$ cat src/kwdt_pkg.sv
package kwdt_pkg;
  localparam int KWDT_AW = 4;
  // register byte offsets
  localparam logic [KWDT_AW-1:0] KWDT_CTRL_OFS = 4'h0;
  localparam logic [KWDT_AW-1:0] KWDT_FLAG_OFS = 4'h4;
  localparam logic [KWDT_AW-1:0] KWDT_IST_OFS = 4'h8;
  localparam logic [KWDT_AW-1:0] KWDT_IMSK_OFS = 4'hC;
  // control fields
  localparam int KWDT_KEY_LSB = 3;
  localparam int KWDT_KEY_W = 5;
  localparam int KWDT_SEL_W = 3;
  localparam logic [4:0] KWDT_KEY_DIS = 5'h15;
  localparam logic [4:0] KWDT_KEY_EN = 5'h0A;
  localparam logic [7:0] KWDT_CTRL_RST = 8'h53;
  // flag bit positions
  localparam int KWDT_KEYRST_BIT = 0;
  localparam int KWDT_EXPIRY_BIT = 1;
  localparam int KWDT_PDOWN_BIT = 2;
  // interrupt status bits
  localparam int KWDT_IRQ_EXP = 0;
  localparam int KWDT_IRQ_KEY = 1;
  localparam int KWDT_IRQ_W = 2;
  // count width for 2^18 periods
  localparam int KWDT_CNT_W = 19;
  // low-speed oscillator and its tick derived from the 8 ns clock
  localparam int KWDT_CLK_KHZ = 125000;
  localparam int KWDT_LSO_KHZ = 32;
  localparam int KWDT_LSO_DIV = KWDT_CLK_KHZ / KWDT_LSO_KHZ;
  localparam int KWDT_DIV_W = 12;
  // software reset delay in low-speed periods
  localparam int KWDT_SRST_LSO = 8;
  localparam logic [1:0] KWDT_RESP_OK = 2'h0;
  localparam logic [1:0] KWDT_RESP_ERR = 2'h2;
endpackage

$ cat src/kwdt_lso_tick.sv
`timescale 1ns/1ps
module kwdt_lso_tick
  import kwdt_pkg::*;
(
  input wire logic ref_clk_in, // system clock
  input wire logic sys_rst_in, // async reset, high
  output logic tick_out // one-cycle low-speed tick
);
  logic [KWDT_DIV_W-1:0] div_q;

  // models the 32 kHz low-speed internal oscillator as a tick
  always_ff @(posedge ref_clk_in or posedge sys_rst_in)
  begin
    if (sys_rst_in)
    begin
      div_q <= '0;
      tick_out <= 1'b0;
    end
    else if (div_q == KWDT_DIV_W'(KWDT_LSO_DIV - 1))
    begin
      div_q <= '0;
      tick_out <= 1'b1;
    end
    else
    begin
      div_q <= div_q + 1'b1;
      tick_out <= 1'b0;
    end
  end
endmodule

$ cat src/kwdt_sync.sv
`timescale 1ns/1ps
module kwdt_sync
  import kwdt_pkg::*;
#(
  parameter int W = 3
)
(
  input wire logic ref_clk_in, // system clock
  input wire logic sys_rst_in, // async reset, high
  input wire logic [W-1:0] async_in, // pins from outside
  output logic [W-1:0] sync_out // synchronised levels
);
  logic [W-1:0] meta_q;

  always_ff @(posedge ref_clk_in or posedge sys_rst_in)
  begin
    if (sys_rst_in)
    begin
      meta_q <= '0;
      sync_out <= '0;
    end
    else
    begin
      meta_q <= async_in;
      sync_out <= meta_q;
    end
  end
endmodule

$ cat src/kwdt_top.sv
`timescale 1ns/1ps
// Notes on behaviour
// the counter runs on a 32 kHz low-speed tick, divided by 2^8 to 2^18.
// select 0..7 gives 2^8,2^10,2^12,2^14,2^15,2^16,2^17,2^18 periods.
// key 10101B disables the watchdog and key 01010B enables it.
// any other key requests a delayed reset and sets the key reset flag.
// the key reset flag is set only by a key reset and cleared by writing 0.
// after reset the key is 01010B and the select is 011.
// overflow when running requests a full reset and sets expiry.
// overflow in sleep or idle sets expiry and resets only pc and sp.
// the count clears on key reset, the clear instruction, or halt.
// flag register bits 7 to 4 always read as zero.
// halt clears the count; it runs on only if enabled.
// power down flag clears on power-up or clear, sets on halt.
// the key reset waits a set count of low-speed periods then pulses.
module kwdt_top
  import kwdt_pkg::*;
(
  input wire logic ref_clk_in, // 125 MHz clock
  input wire logic sys_rst_in, // async reset, high
  input wire logic [KWDT_AW-1:0] s_axi_awaddr, // write address
  input wire logic s_axi_awvalid, // write address valid
  output logic s_axi_awready, // write address ready
  input wire logic [31:0] s_axi_wdata, // write data
  input wire logic [3:0] s_axi_wstrb, // write strobes
  input wire logic s_axi_wvalid, // write data valid
  output logic s_axi_wready, // write data ready
  output logic [1:0] s_axi_bresp, // write response
  output logic s_axi_bvalid, // write response valid
  input wire logic s_axi_bready, // write response ready
  input wire logic [KWDT_AW-1:0] s_axi_araddr, // read address
  input wire logic s_axi_arvalid, // read address valid
  output logic s_axi_arready, // read address ready
  output logic [31:0] s_axi_rdata, // read data
  output logic [1:0] s_axi_rresp, // read response
  output logic s_axi_rvalid, // read data valid
  input wire logic s_axi_rready, // read data ready
  input wire logic watchdog_clear_instr_in, // clear instruction executed
  input wire logic halt_in, // halt instruction executed
  input wire logic sleep_in, // core in sleep or idle
  output logic sys_rst_req_out, // full reset pulse
  output logic pc_sp_rst_out, // pc and sp reset pulse
  output logic irq_out // interrupt level
);
  ////////////////////////////////////////////////////////////////////////////
  logic lso_tick;
  logic [2:0] cpu_s;
  logic clr_s, halt_s, sleep_s, clr_p, halt_p;
  logic clr_d1_q, halt_d1_q;
  logic [7:0] ctrl_q;
  logic keyrst_q, expiry_q, pdown_q;
  logic [KWDT_CNT_W-1:0] cnt_q;
  logic [3:0] srst_cnt_q;
  logic srst_busy_q;
  logic [KWDT_IRQ_W-1:0] ist_q, imsk_q;
  logic aw_hold_q, w_hold_q;
  logic [KWDT_AW-1:0] awaddr_q;
  logic [31:0] wdata_q;
  logic [3:0] wstrb_q;
  logic wr_go, ovf, key_bad, key_en, key_fire;
  logic [4:0] key;
  logic [KWDT_IRQ_W-1:0] ev;

  kwdt_lso_tick u_tick (
    .ref_clk_in(ref_clk_in),
    .sys_rst_in(sys_rst_in),
    .tick_out(lso_tick)
  );

  kwdt_sync #(.W(3)) u_sync (
    .ref_clk_in(ref_clk_in),
    .sys_rst_in(sys_rst_in),
    .async_in({watchdog_clear_instr_in, halt_in, sleep_in}),
    .sync_out(cpu_s)
  );

  assign clr_s = cpu_s[2];
  assign halt_s = cpu_s[1];
  assign sleep_s = cpu_s[0];

  // overflow count for each select code
  function automatic logic [KWDT_CNT_W-1:0] limit_of(input logic [2:0] sel);
    logic [4:0] sh;
    sh = 5'h0;
    unique case (sel)
      3'h0: sh = 5'h08;
      3'h1: sh = 5'h0A;
      3'h2: sh = 5'h0C;
      3'h3: sh = 5'h0E;
      3'h4: sh = 5'h0F;
      3'h5: sh = 5'h10;
      3'h6: sh = 5'h11;
      3'h7: sh = 5'h12;
    endcase
    return KWDT_CNT_W'(1) << sh;
  endfunction

  ////////////////////////////////////////////////////////////////////////////
  // edge detect on synchronised instruction strobes
  always_ff @(posedge ref_clk_in or posedge sys_rst_in)
  begin
    if (sys_rst_in)
    begin
      clr_d1_q <= 1'b0;
      halt_d1_q <= 1'b0;
    end
    else
    begin
      clr_d1_q <= clr_s;
      halt_d1_q <= halt_s;
    end
  end

  assign clr_p = clr_s & ~clr_d1_q;
  assign halt_p = halt_s & ~halt_d1_q;
  assign key = ctrl_q[KWDT_KEY_LSB +: KWDT_KEY_W];
  assign key_en = (key == KWDT_KEY_EN);
  assign key_bad = (key != KWDT_KEY_EN) && (key != KWDT_KEY_DIS);
  assign key_fire = key_bad & ~srst_busy_q;
  assign ovf = key_en && lso_tick
    && (cnt_q == limit_of(ctrl_q[KWDT_SEL_W-1:0]) - 1'b1);
  assign ev = {key_fire, ovf};

  ////////////////////////////////////////////////////////////////////////////
  // AXI4-Lite write: address and data taken in either order
  always_ff @(posedge ref_clk_in or posedge sys_rst_in)
  begin
    if (sys_rst_in)
    begin
      aw_hold_q <= 1'b0;
      w_hold_q <= 1'b0;
      awaddr_q <= '0;
      wdata_q <= '0;
      wstrb_q <= '0;
      s_axi_bvalid <= 1'b0;
      s_axi_bresp <= KWDT_RESP_OK;
    end
    else
    begin
      if (s_axi_awvalid && s_axi_awready)
      begin
        aw_hold_q <= 1'b1;
        awaddr_q <= s_axi_awaddr;
      end
      if (s_axi_wvalid && s_axi_wready)
      begin
        w_hold_q <= 1'b1;
        wdata_q <= s_axi_wdata;
        wstrb_q <= s_axi_wstrb;
      end
      if (wr_go)
      begin
        aw_hold_q <= 1'b0;
        w_hold_q <= 1'b0;
        s_axi_bvalid <= 1'b1;
        s_axi_bresp <= (awaddr_q == KWDT_CTRL_OFS ||
          awaddr_q == KWDT_FLAG_OFS || awaddr_q == KWDT_IST_OFS ||
          awaddr_q == KWDT_IMSK_OFS) ? KWDT_RESP_OK : KWDT_RESP_ERR;
      end
      else if (s_axi_bvalid && s_axi_bready)
        s_axi_bvalid <= 1'b0;
    end
  end

  assign wr_go = aw_hold_q && w_hold_q && !s_axi_bvalid;
  assign s_axi_awready = !aw_hold_q && !s_axi_bvalid;
  assign s_axi_wready = !w_hold_q && !s_axi_bvalid;

  ////////////////////////////////////////////////////////////////////////////
  // read channel, one cycle after address
  always_ff @(posedge ref_clk_in or posedge sys_rst_in)
  begin
    if (sys_rst_in)
    begin
      s_axi_rvalid <= 1'b0;
      s_axi_rdata <= '0;
      s_axi_rresp <= KWDT_RESP_OK;
    end
    else if (s_axi_arvalid && s_axi_arready)
    begin
      s_axi_rvalid <= 1'b1;
      s_axi_rresp <= KWDT_RESP_OK;
      unique case (s_axi_araddr)
        KWDT_CTRL_OFS: s_axi_rdata <= {24'h0, ctrl_q};
        KWDT_FLAG_OFS: s_axi_rdata <= {29'h0, pdown_q, expiry_q,
          keyrst_q};
        KWDT_IST_OFS: s_axi_rdata <= {30'h0, ist_q};
        KWDT_IMSK_OFS: s_axi_rdata <= {30'h0, imsk_q};
        default:
        begin
          s_axi_rdata <= '0;
          s_axi_rresp <= KWDT_RESP_ERR;
        end
      endcase
    end
    else if (s_axi_rvalid && s_axi_rready)
      s_axi_rvalid <= 1'b0;
  end

  assign s_axi_arready = !s_axi_rvalid;

  ////////////////////////////////////////////////////////////////////////////
  // control register
  always_ff @(posedge ref_clk_in or posedge sys_rst_in)
  begin
    if (sys_rst_in)
      ctrl_q <= KWDT_CTRL_RST;
    else if (wr_go && awaddr_q == KWDT_CTRL_OFS && wstrb_q[0])
      ctrl_q <= wdata_q[7:0];
  end

  ////////////////////////////////////////////////////////////////////////////
  // watchdog count
  always_ff @(posedge ref_clk_in or posedge sys_rst_in)
  begin
    if (sys_rst_in)
      cnt_q <= '0;
    else if (key_bad || clr_p || halt_p || ovf)
      cnt_q <= '0;
    else if (key_en && lso_tick)
      cnt_q <= cnt_q + 1'b1;
  end

  ////////////////////////////////////////////////////////////////////////////
  // delayed key reset
  always_ff @(posedge ref_clk_in or posedge sys_rst_in)
  begin
    if (sys_rst_in)
    begin
      srst_busy_q <= 1'b0;
      srst_cnt_q <= '0;
    end
    else if (key_fire)
    begin
      srst_busy_q <= 1'b1;
      srst_cnt_q <= '0;
    end
    else if (srst_busy_q && lso_tick)
    begin
      if (srst_cnt_q == 4'(KWDT_SRST_LSO - 1))
        srst_busy_q <= 1'b0;
      else
        srst_cnt_q <= srst_cnt_q + 1'b1;
    end
  end

  // reset pulses
  always_ff @(posedge ref_clk_in or posedge sys_rst_in)
  begin
    if (sys_rst_in)
    begin
      sys_rst_req_out <= 1'b0;
      pc_sp_rst_out <= 1'b0;
    end
    else
    begin
      sys_rst_req_out <= (ovf && !sleep_s) || (srst_busy_q && lso_tick &&
        srst_cnt_q == 4'(KWDT_SRST_LSO - 1));
      pc_sp_rst_out <= ovf && sleep_s;
    end
  end

  ////////////////////////////////////////////////////////////////////////////
  // reset cause flags: set wins over clear
  always_ff @(posedge ref_clk_in or posedge sys_rst_in)
  begin
    if (sys_rst_in)
    begin
      keyrst_q <= 1'b0;
      expiry_q <= 1'b0;
      pdown_q <= 1'b0;
    end
    else
    begin
      if (key_fire)
        keyrst_q <= 1'b1;
      else if (wr_go && awaddr_q == KWDT_FLAG_OFS && wstrb_q[0] &&
        !wdata_q[KWDT_KEYRST_BIT])
        keyrst_q <= 1'b0;
      if (ovf)
        expiry_q <= 1'b1;
      else if (halt_p || clr_p)
        expiry_q <= 1'b0;
      else if (wr_go && awaddr_q == KWDT_FLAG_OFS && wstrb_q[0] &&
        !wdata_q[KWDT_EXPIRY_BIT])
        expiry_q <= 1'b0;
      if (halt_p)
        pdown_q <= 1'b1;
      else if (clr_p)
        pdown_q <= 1'b0;
    end
  end

  ////////////////////////////////////////////////////////////////////////////
  // interrupts: sticky, write one to clear, set wins
  genvar gi;
  generate
    for (gi = 0; gi < KWDT_IRQ_W; gi++)
    begin : g_ist
      always_ff @(posedge ref_clk_in or posedge sys_rst_in)
      begin
        if (sys_rst_in)
          ist_q[gi] <= 1'b0;
        else if (ev[gi])
          ist_q[gi] <= 1'b1;
        else if (wr_go && awaddr_q == KWDT_IST_OFS && wstrb_q[0] &&
          wdata_q[gi])
          ist_q[gi] <= 1'b0;
      end
    end
  endgenerate

  always_ff @(posedge ref_clk_in or posedge sys_rst_in)
  begin
    if (sys_rst_in)
    begin
      imsk_q <= '0;
      irq_out <= 1'b0;
    end
    else
    begin
      if (wr_go && awaddr_q == KWDT_IMSK_OFS && wstrb_q[0])
        imsk_q <= wdata_q[KWDT_IRQ_W-1:0];
      irq_out <= |(ist_q & imsk_q);
    end
  end
endmodule

$ cat config.mk
export PLATFORM = sky130hd
export DESIGN_NAME = kwdt_top
export DESIGN_NICKNAME = d
export VERILOG_FILES = /design/src/kwdt_pkg.sv /design/src/kwdt_lso_tick.sv /design/src/kwdt_sync.sv /design/src/kwdt_top.sv
export SDC_FILE = /design/constraint.sdc
export NUM_CORES = 1
export LEC_CHECK = 0
export ABC_AREA = 1
export BUFFER_PORTS_ARGS = -buffer_cell sky130_fd_sc_hd__clkbuf_2
export CELL_PAD_IN_SITES_DETAIL_PLACEMENT = 1
export CELL_PAD_IN_SITES_GLOBAL_PLACEMENT = 1
export CORE_MARGIN = 2
export CORE_UTILIZATION = 40
export CTS_BUF_LIST = sky130_fd_sc_hd__clkbuf_8 sky130_fd_sc_hd__clkbuf_16
export DETAILED_ROUTE_END_ITERATION = 12
export PLACE_DENSITY_LB_ADDON = 0.05
export SLEW_MARGIN = 40
export SYNTH_ARGS = -nofsm -noshare
export SYNTH_HDL_FRONTEND = slang
export SYNTH_SLANG_ARGS = --single-unit
$ cat constraint.sdc
create_clock -name ref_clk_in -period 3.05 [get_ports ref_clk_in]
set_input_delay 0.1525 -clock ref_clk_in [delete_from_list [all_inputs] [get_ports ref_clk_in]]
set_output_delay 0.1525 -clock ref_clk_in [all_outputs]
set_load 0.02 [all_outputs]
==> summary.txt <==
Power and ir drop
  – Switching Fraction: 34.0%
  – Clock power share: 31.0%
  – P_int: 2.39 mW
  – Switching pwr: 1.23 mW
  – Static leakage: 2.56 nW
  – Combinational share of power: 24.5%
  – Peak supply drop: 357 uV
  – Power per cell area: 699 nW/um^2
  – Reg power frac: 44.4%

Final layout
  – Post-route design area: 5170 sq um
  – Area growth syn-to-layout: 13.8%
  – N_diodes: 0
  – Final core utilization: 47.1%
  – Share of cells above drive strength 1: 15.0%
  – Nets: 649

GRT
  – Remaining Overflow, GRT: 0
  – Antenna violations before repair: 0
  – Tot GR Track Use: 18.9%
  – Vias in the first global route: 3,835
  – Largest net degree at the start of global routing: 54
  – First-pass GRT wire length: 18.7 mm

Detailed routing
  – Max Used Layer: met4
  – # DRC: 0
  – Vias: 3,610
  – DRT Wirelength: 10.7 mm
  – M1 WL: 5.27 mm
  – Metal3 WL: 309 microns
  – Initial drt markers: 139
  – Met2 Wirelength: 4.92 mm
  – Antenna viol nets, final: 0
  – Wire per inst: 14.6 microns
  – Drt via density: 4.92
  – TritonRoute pass-1 iters: 4

Timing
  – Final worst setup slack: 0.467 ns
  – RSZ-0062 raised after global routing: no
  – Layout Skew: 0.00691 ns
  – Final Hold Vio Count: 0
  – Final Cycle Share: 84.7%
  – Slew @ Worst Pin: 0.562 ns
  – F_max: 387 MHz
  – Worst slew margin: 62.2%
  – Slew Limit Fails: 0
  – Min Tclk post-route: 2.58 ns
  – Setup TNS: 0 ns
  – Setup violators final: 0

Worst setup path
  – Slowest-stage cell, CP: dfstp_2
  – Buf/Inv on CP: 2
  – Delay-heaviest family, CP: simple AND/OR/NAND/NOR gates
  – R2R Setup Slk: 0.47 ns
  – CP Max Fanout: 17
  – Critical path arrival: 2.81 ns
  – Most frequent CP cell: nand2_1
  – Worst setup EP type: flop
  – Setup crit start kind: flop
  – Max incr delay on CP: 0.61 ns
  – WP data required: 3.27 ns
  – Setup CP Type: flop to flop
  – CP Cell Sequence: inv_1 -> ha_1 -> inv_1 -> nand2_1 -> nand3_1 -> nand2_1 -> nand2_1 -> nand2_1 -> nor2_1 -> nand3_4 -> nand2_2 -> nor3_1

Clock tree
  – CTS Sinks: 90
  – Clock tree buffer depth: 2
  – Number of CTS-inserted buffers: 9
  – Skew-Pair Late Insertion Delay: 0.35 ns
  – Cts repair resizes: 0
  – # hold bufs at CTS: 5
  – Post-CTS setup buffers: 0
  – Clock-pin slew on the worst setup and hold paths: 0.06 ns
  – CTS tree: yes
  – CTS root buffer: clkbuf_16
  – H-tree depth: 3

Status
  – Status: finished, final reports clean

Die
  – Chip width: 111 microns
  – IO Pins: 98
  – Initial core utilization: 41.4%
  – Core footprint: 11,000 sq um
  – Die span in y: 111 microns
  – Rows: 38
  – Die ar.: 12,200 sq um

Synthesis
  – Synth Cell Area: 4550 sq um
  – #FFs+latches synth: 90
  – Cells after Synth: 535
  – Synth area leaders: dfrtp_1, nand2_1, nor2_1
  – Dominant synthesized flop cell: dfrtp_1
  – Largest area contributor in the netlist: dfrtp_1
  – Asr flop ratio synth: 100%
  – Post-synth EDFFs: 0
  – Syn. warnings: 0
  – Top cell type's share of synthesized area: 47.3%
  – Sequential area share after synthesis: 49.7%
  – Unique masters post-synth: 40
  – Avg Inst Size Synth: 8.50 sq um

Min path
  – Min-Delay Path Class: input pin to flop

Placement
  – GPL Wtd Cong: 0.783
  – Port Buffer Count: 44
  – Post-DP HPWL: 7.91 mm
  – Placed Area: 4830 sq um
  – Place WS: 0.461 ns

Flow run
  – Max-Cap Viols: 0
cell families after synthesis:
| group | after synthesis | share of synthesized area (%) |
|---|---|---|
| xor+xnor | 17 | 3.28 |
| fa+ha+maj | 6 | 1.65 |
| buf+inv | 101 | 11.1 |
| mux | 8 | 1.98 |
| simple gates | 257 | 25.5 |
| flops | 90 | 49.7 |
| other cells | 1 | 0.0825 |
| compound gates | 55 | 6.80 |
layout by cell type (no fill, tap or decap), drive strengths merged, types with 3 or more instances in the layout:
| cell | count |
|---|---|
| nor3 | 15 |
| dfstp | 4 |
| mux2 | 8 |
| inv | 67 |
| nand3 | 32 |
| conb | 26 |
| nor2 | 69 |
| xor2 | 13 |
| clkinv | 3 |
| ha | 6 |
| o31ai | 3 |
| nand2 | 107 |
| dlygate4sd3 | 5 |
| xnor2 | 4 |
| a21oi | 18 |
| o211ai | 3 |
| o21ai | 26 |
| nand4 | 27 |
| buf | 4 |
| clkbuf | 54 |
| dfrtp | 86 |
final cells by class:
type	instances	area (sq um)
clock buffer	10	239
clock inverter	6	58.8
fill	1327	5810
inverter	66	254
multi-input combinational	369	1880
sequential	90	2260
tap	140	175
timing repair buffer	53	313
Yosys cell counts, drive strengths merged (2+ instances only):
cell / number
mux2: 8
buf: 32
nor2: 69
dfrtp: 86
clkbuf: 3
o211ai: 3
inv: 65
a22oi: 2
nor3: 15
dfstp: 4
xor2: 13
and2: 2
nand2: 107
ha: 6
nand4: 27
nand3: 32
o31ai: 3
a21oi: 18
o21ai: 26
xnor2: 4
metal layers:
layer | up-vias | GRT usage, %
li1 | 1794 | -
met1 | 1753 | 25.7
met2 | 50 | 29.7
met3 | 13 | 3.79
met4 | 0 | 8.08
met5 | - | 0
worst paths after layout:
check,to,cells past startpoint,from
worst max register to register,cnt_q[12]$_DFFE_PP0P_,12,ctrl_q[0]$_DFFE_PP1P_
worst min register to register,u_sync.sync_out[1]$_DFF_PP0_,0,u_sync.meta_q[1]$_DFF_PP0_
min in group asynchronous,pc_sp_rst_out$_DFF_PP0_,3,sys_rst_in
worst max-delay path,cnt_q[12]$_DFFE_PP0P_,12,ctrl_q[0]$_DFFE_PP1P_
max in group asynchronous,ctrl_q[1]$_DFFE_PP1P_,4,sys_rst_in
worst min-delay path,s_axi_rvalid$_DFFE_PP0P_,2,s_axi_rready
power groups by stage:
stage / Sequential (mW) / Clock [mW] / Combinational [mW]
finish: 1.61 / 1.12 / 0.887
CTS: 1.61 / 1.16 / 0.902
global placement: 1.62 / 0 / 0.853
floorplan: 1.60 / 0 / 0.687
global route: 1.64 / 1.21 / 1.01
detailed placement: 1.63 / 0 / 0.891
state kept, by name (all words and copies together), names as in the netlist, 2 cells and up:
name and cells:
cnt_q 19, u_tick.div_q 12, ctrl_q 8, s_axi_rdata 8
wdata_q 8, awaddr_q 4, srst_cnt_q 4, u_sync.meta_q 3
u_sync.sync_out 3, imsk_q 2, ist_q 2
per-stage QoR:
step	hold slack [ns]	power (mW)	instances
6_report	0.00304	3.62	734
3_5_place_dp	0.215	2.52	713
2_1_floorplan	0.184	2.29	560
3_3_place_gp	0.261	2.47	713
4_1_cts	0.0000813	3.67	734
5_1_grt	0.00144	3.87	734
(Power assumes the default switching activity.)
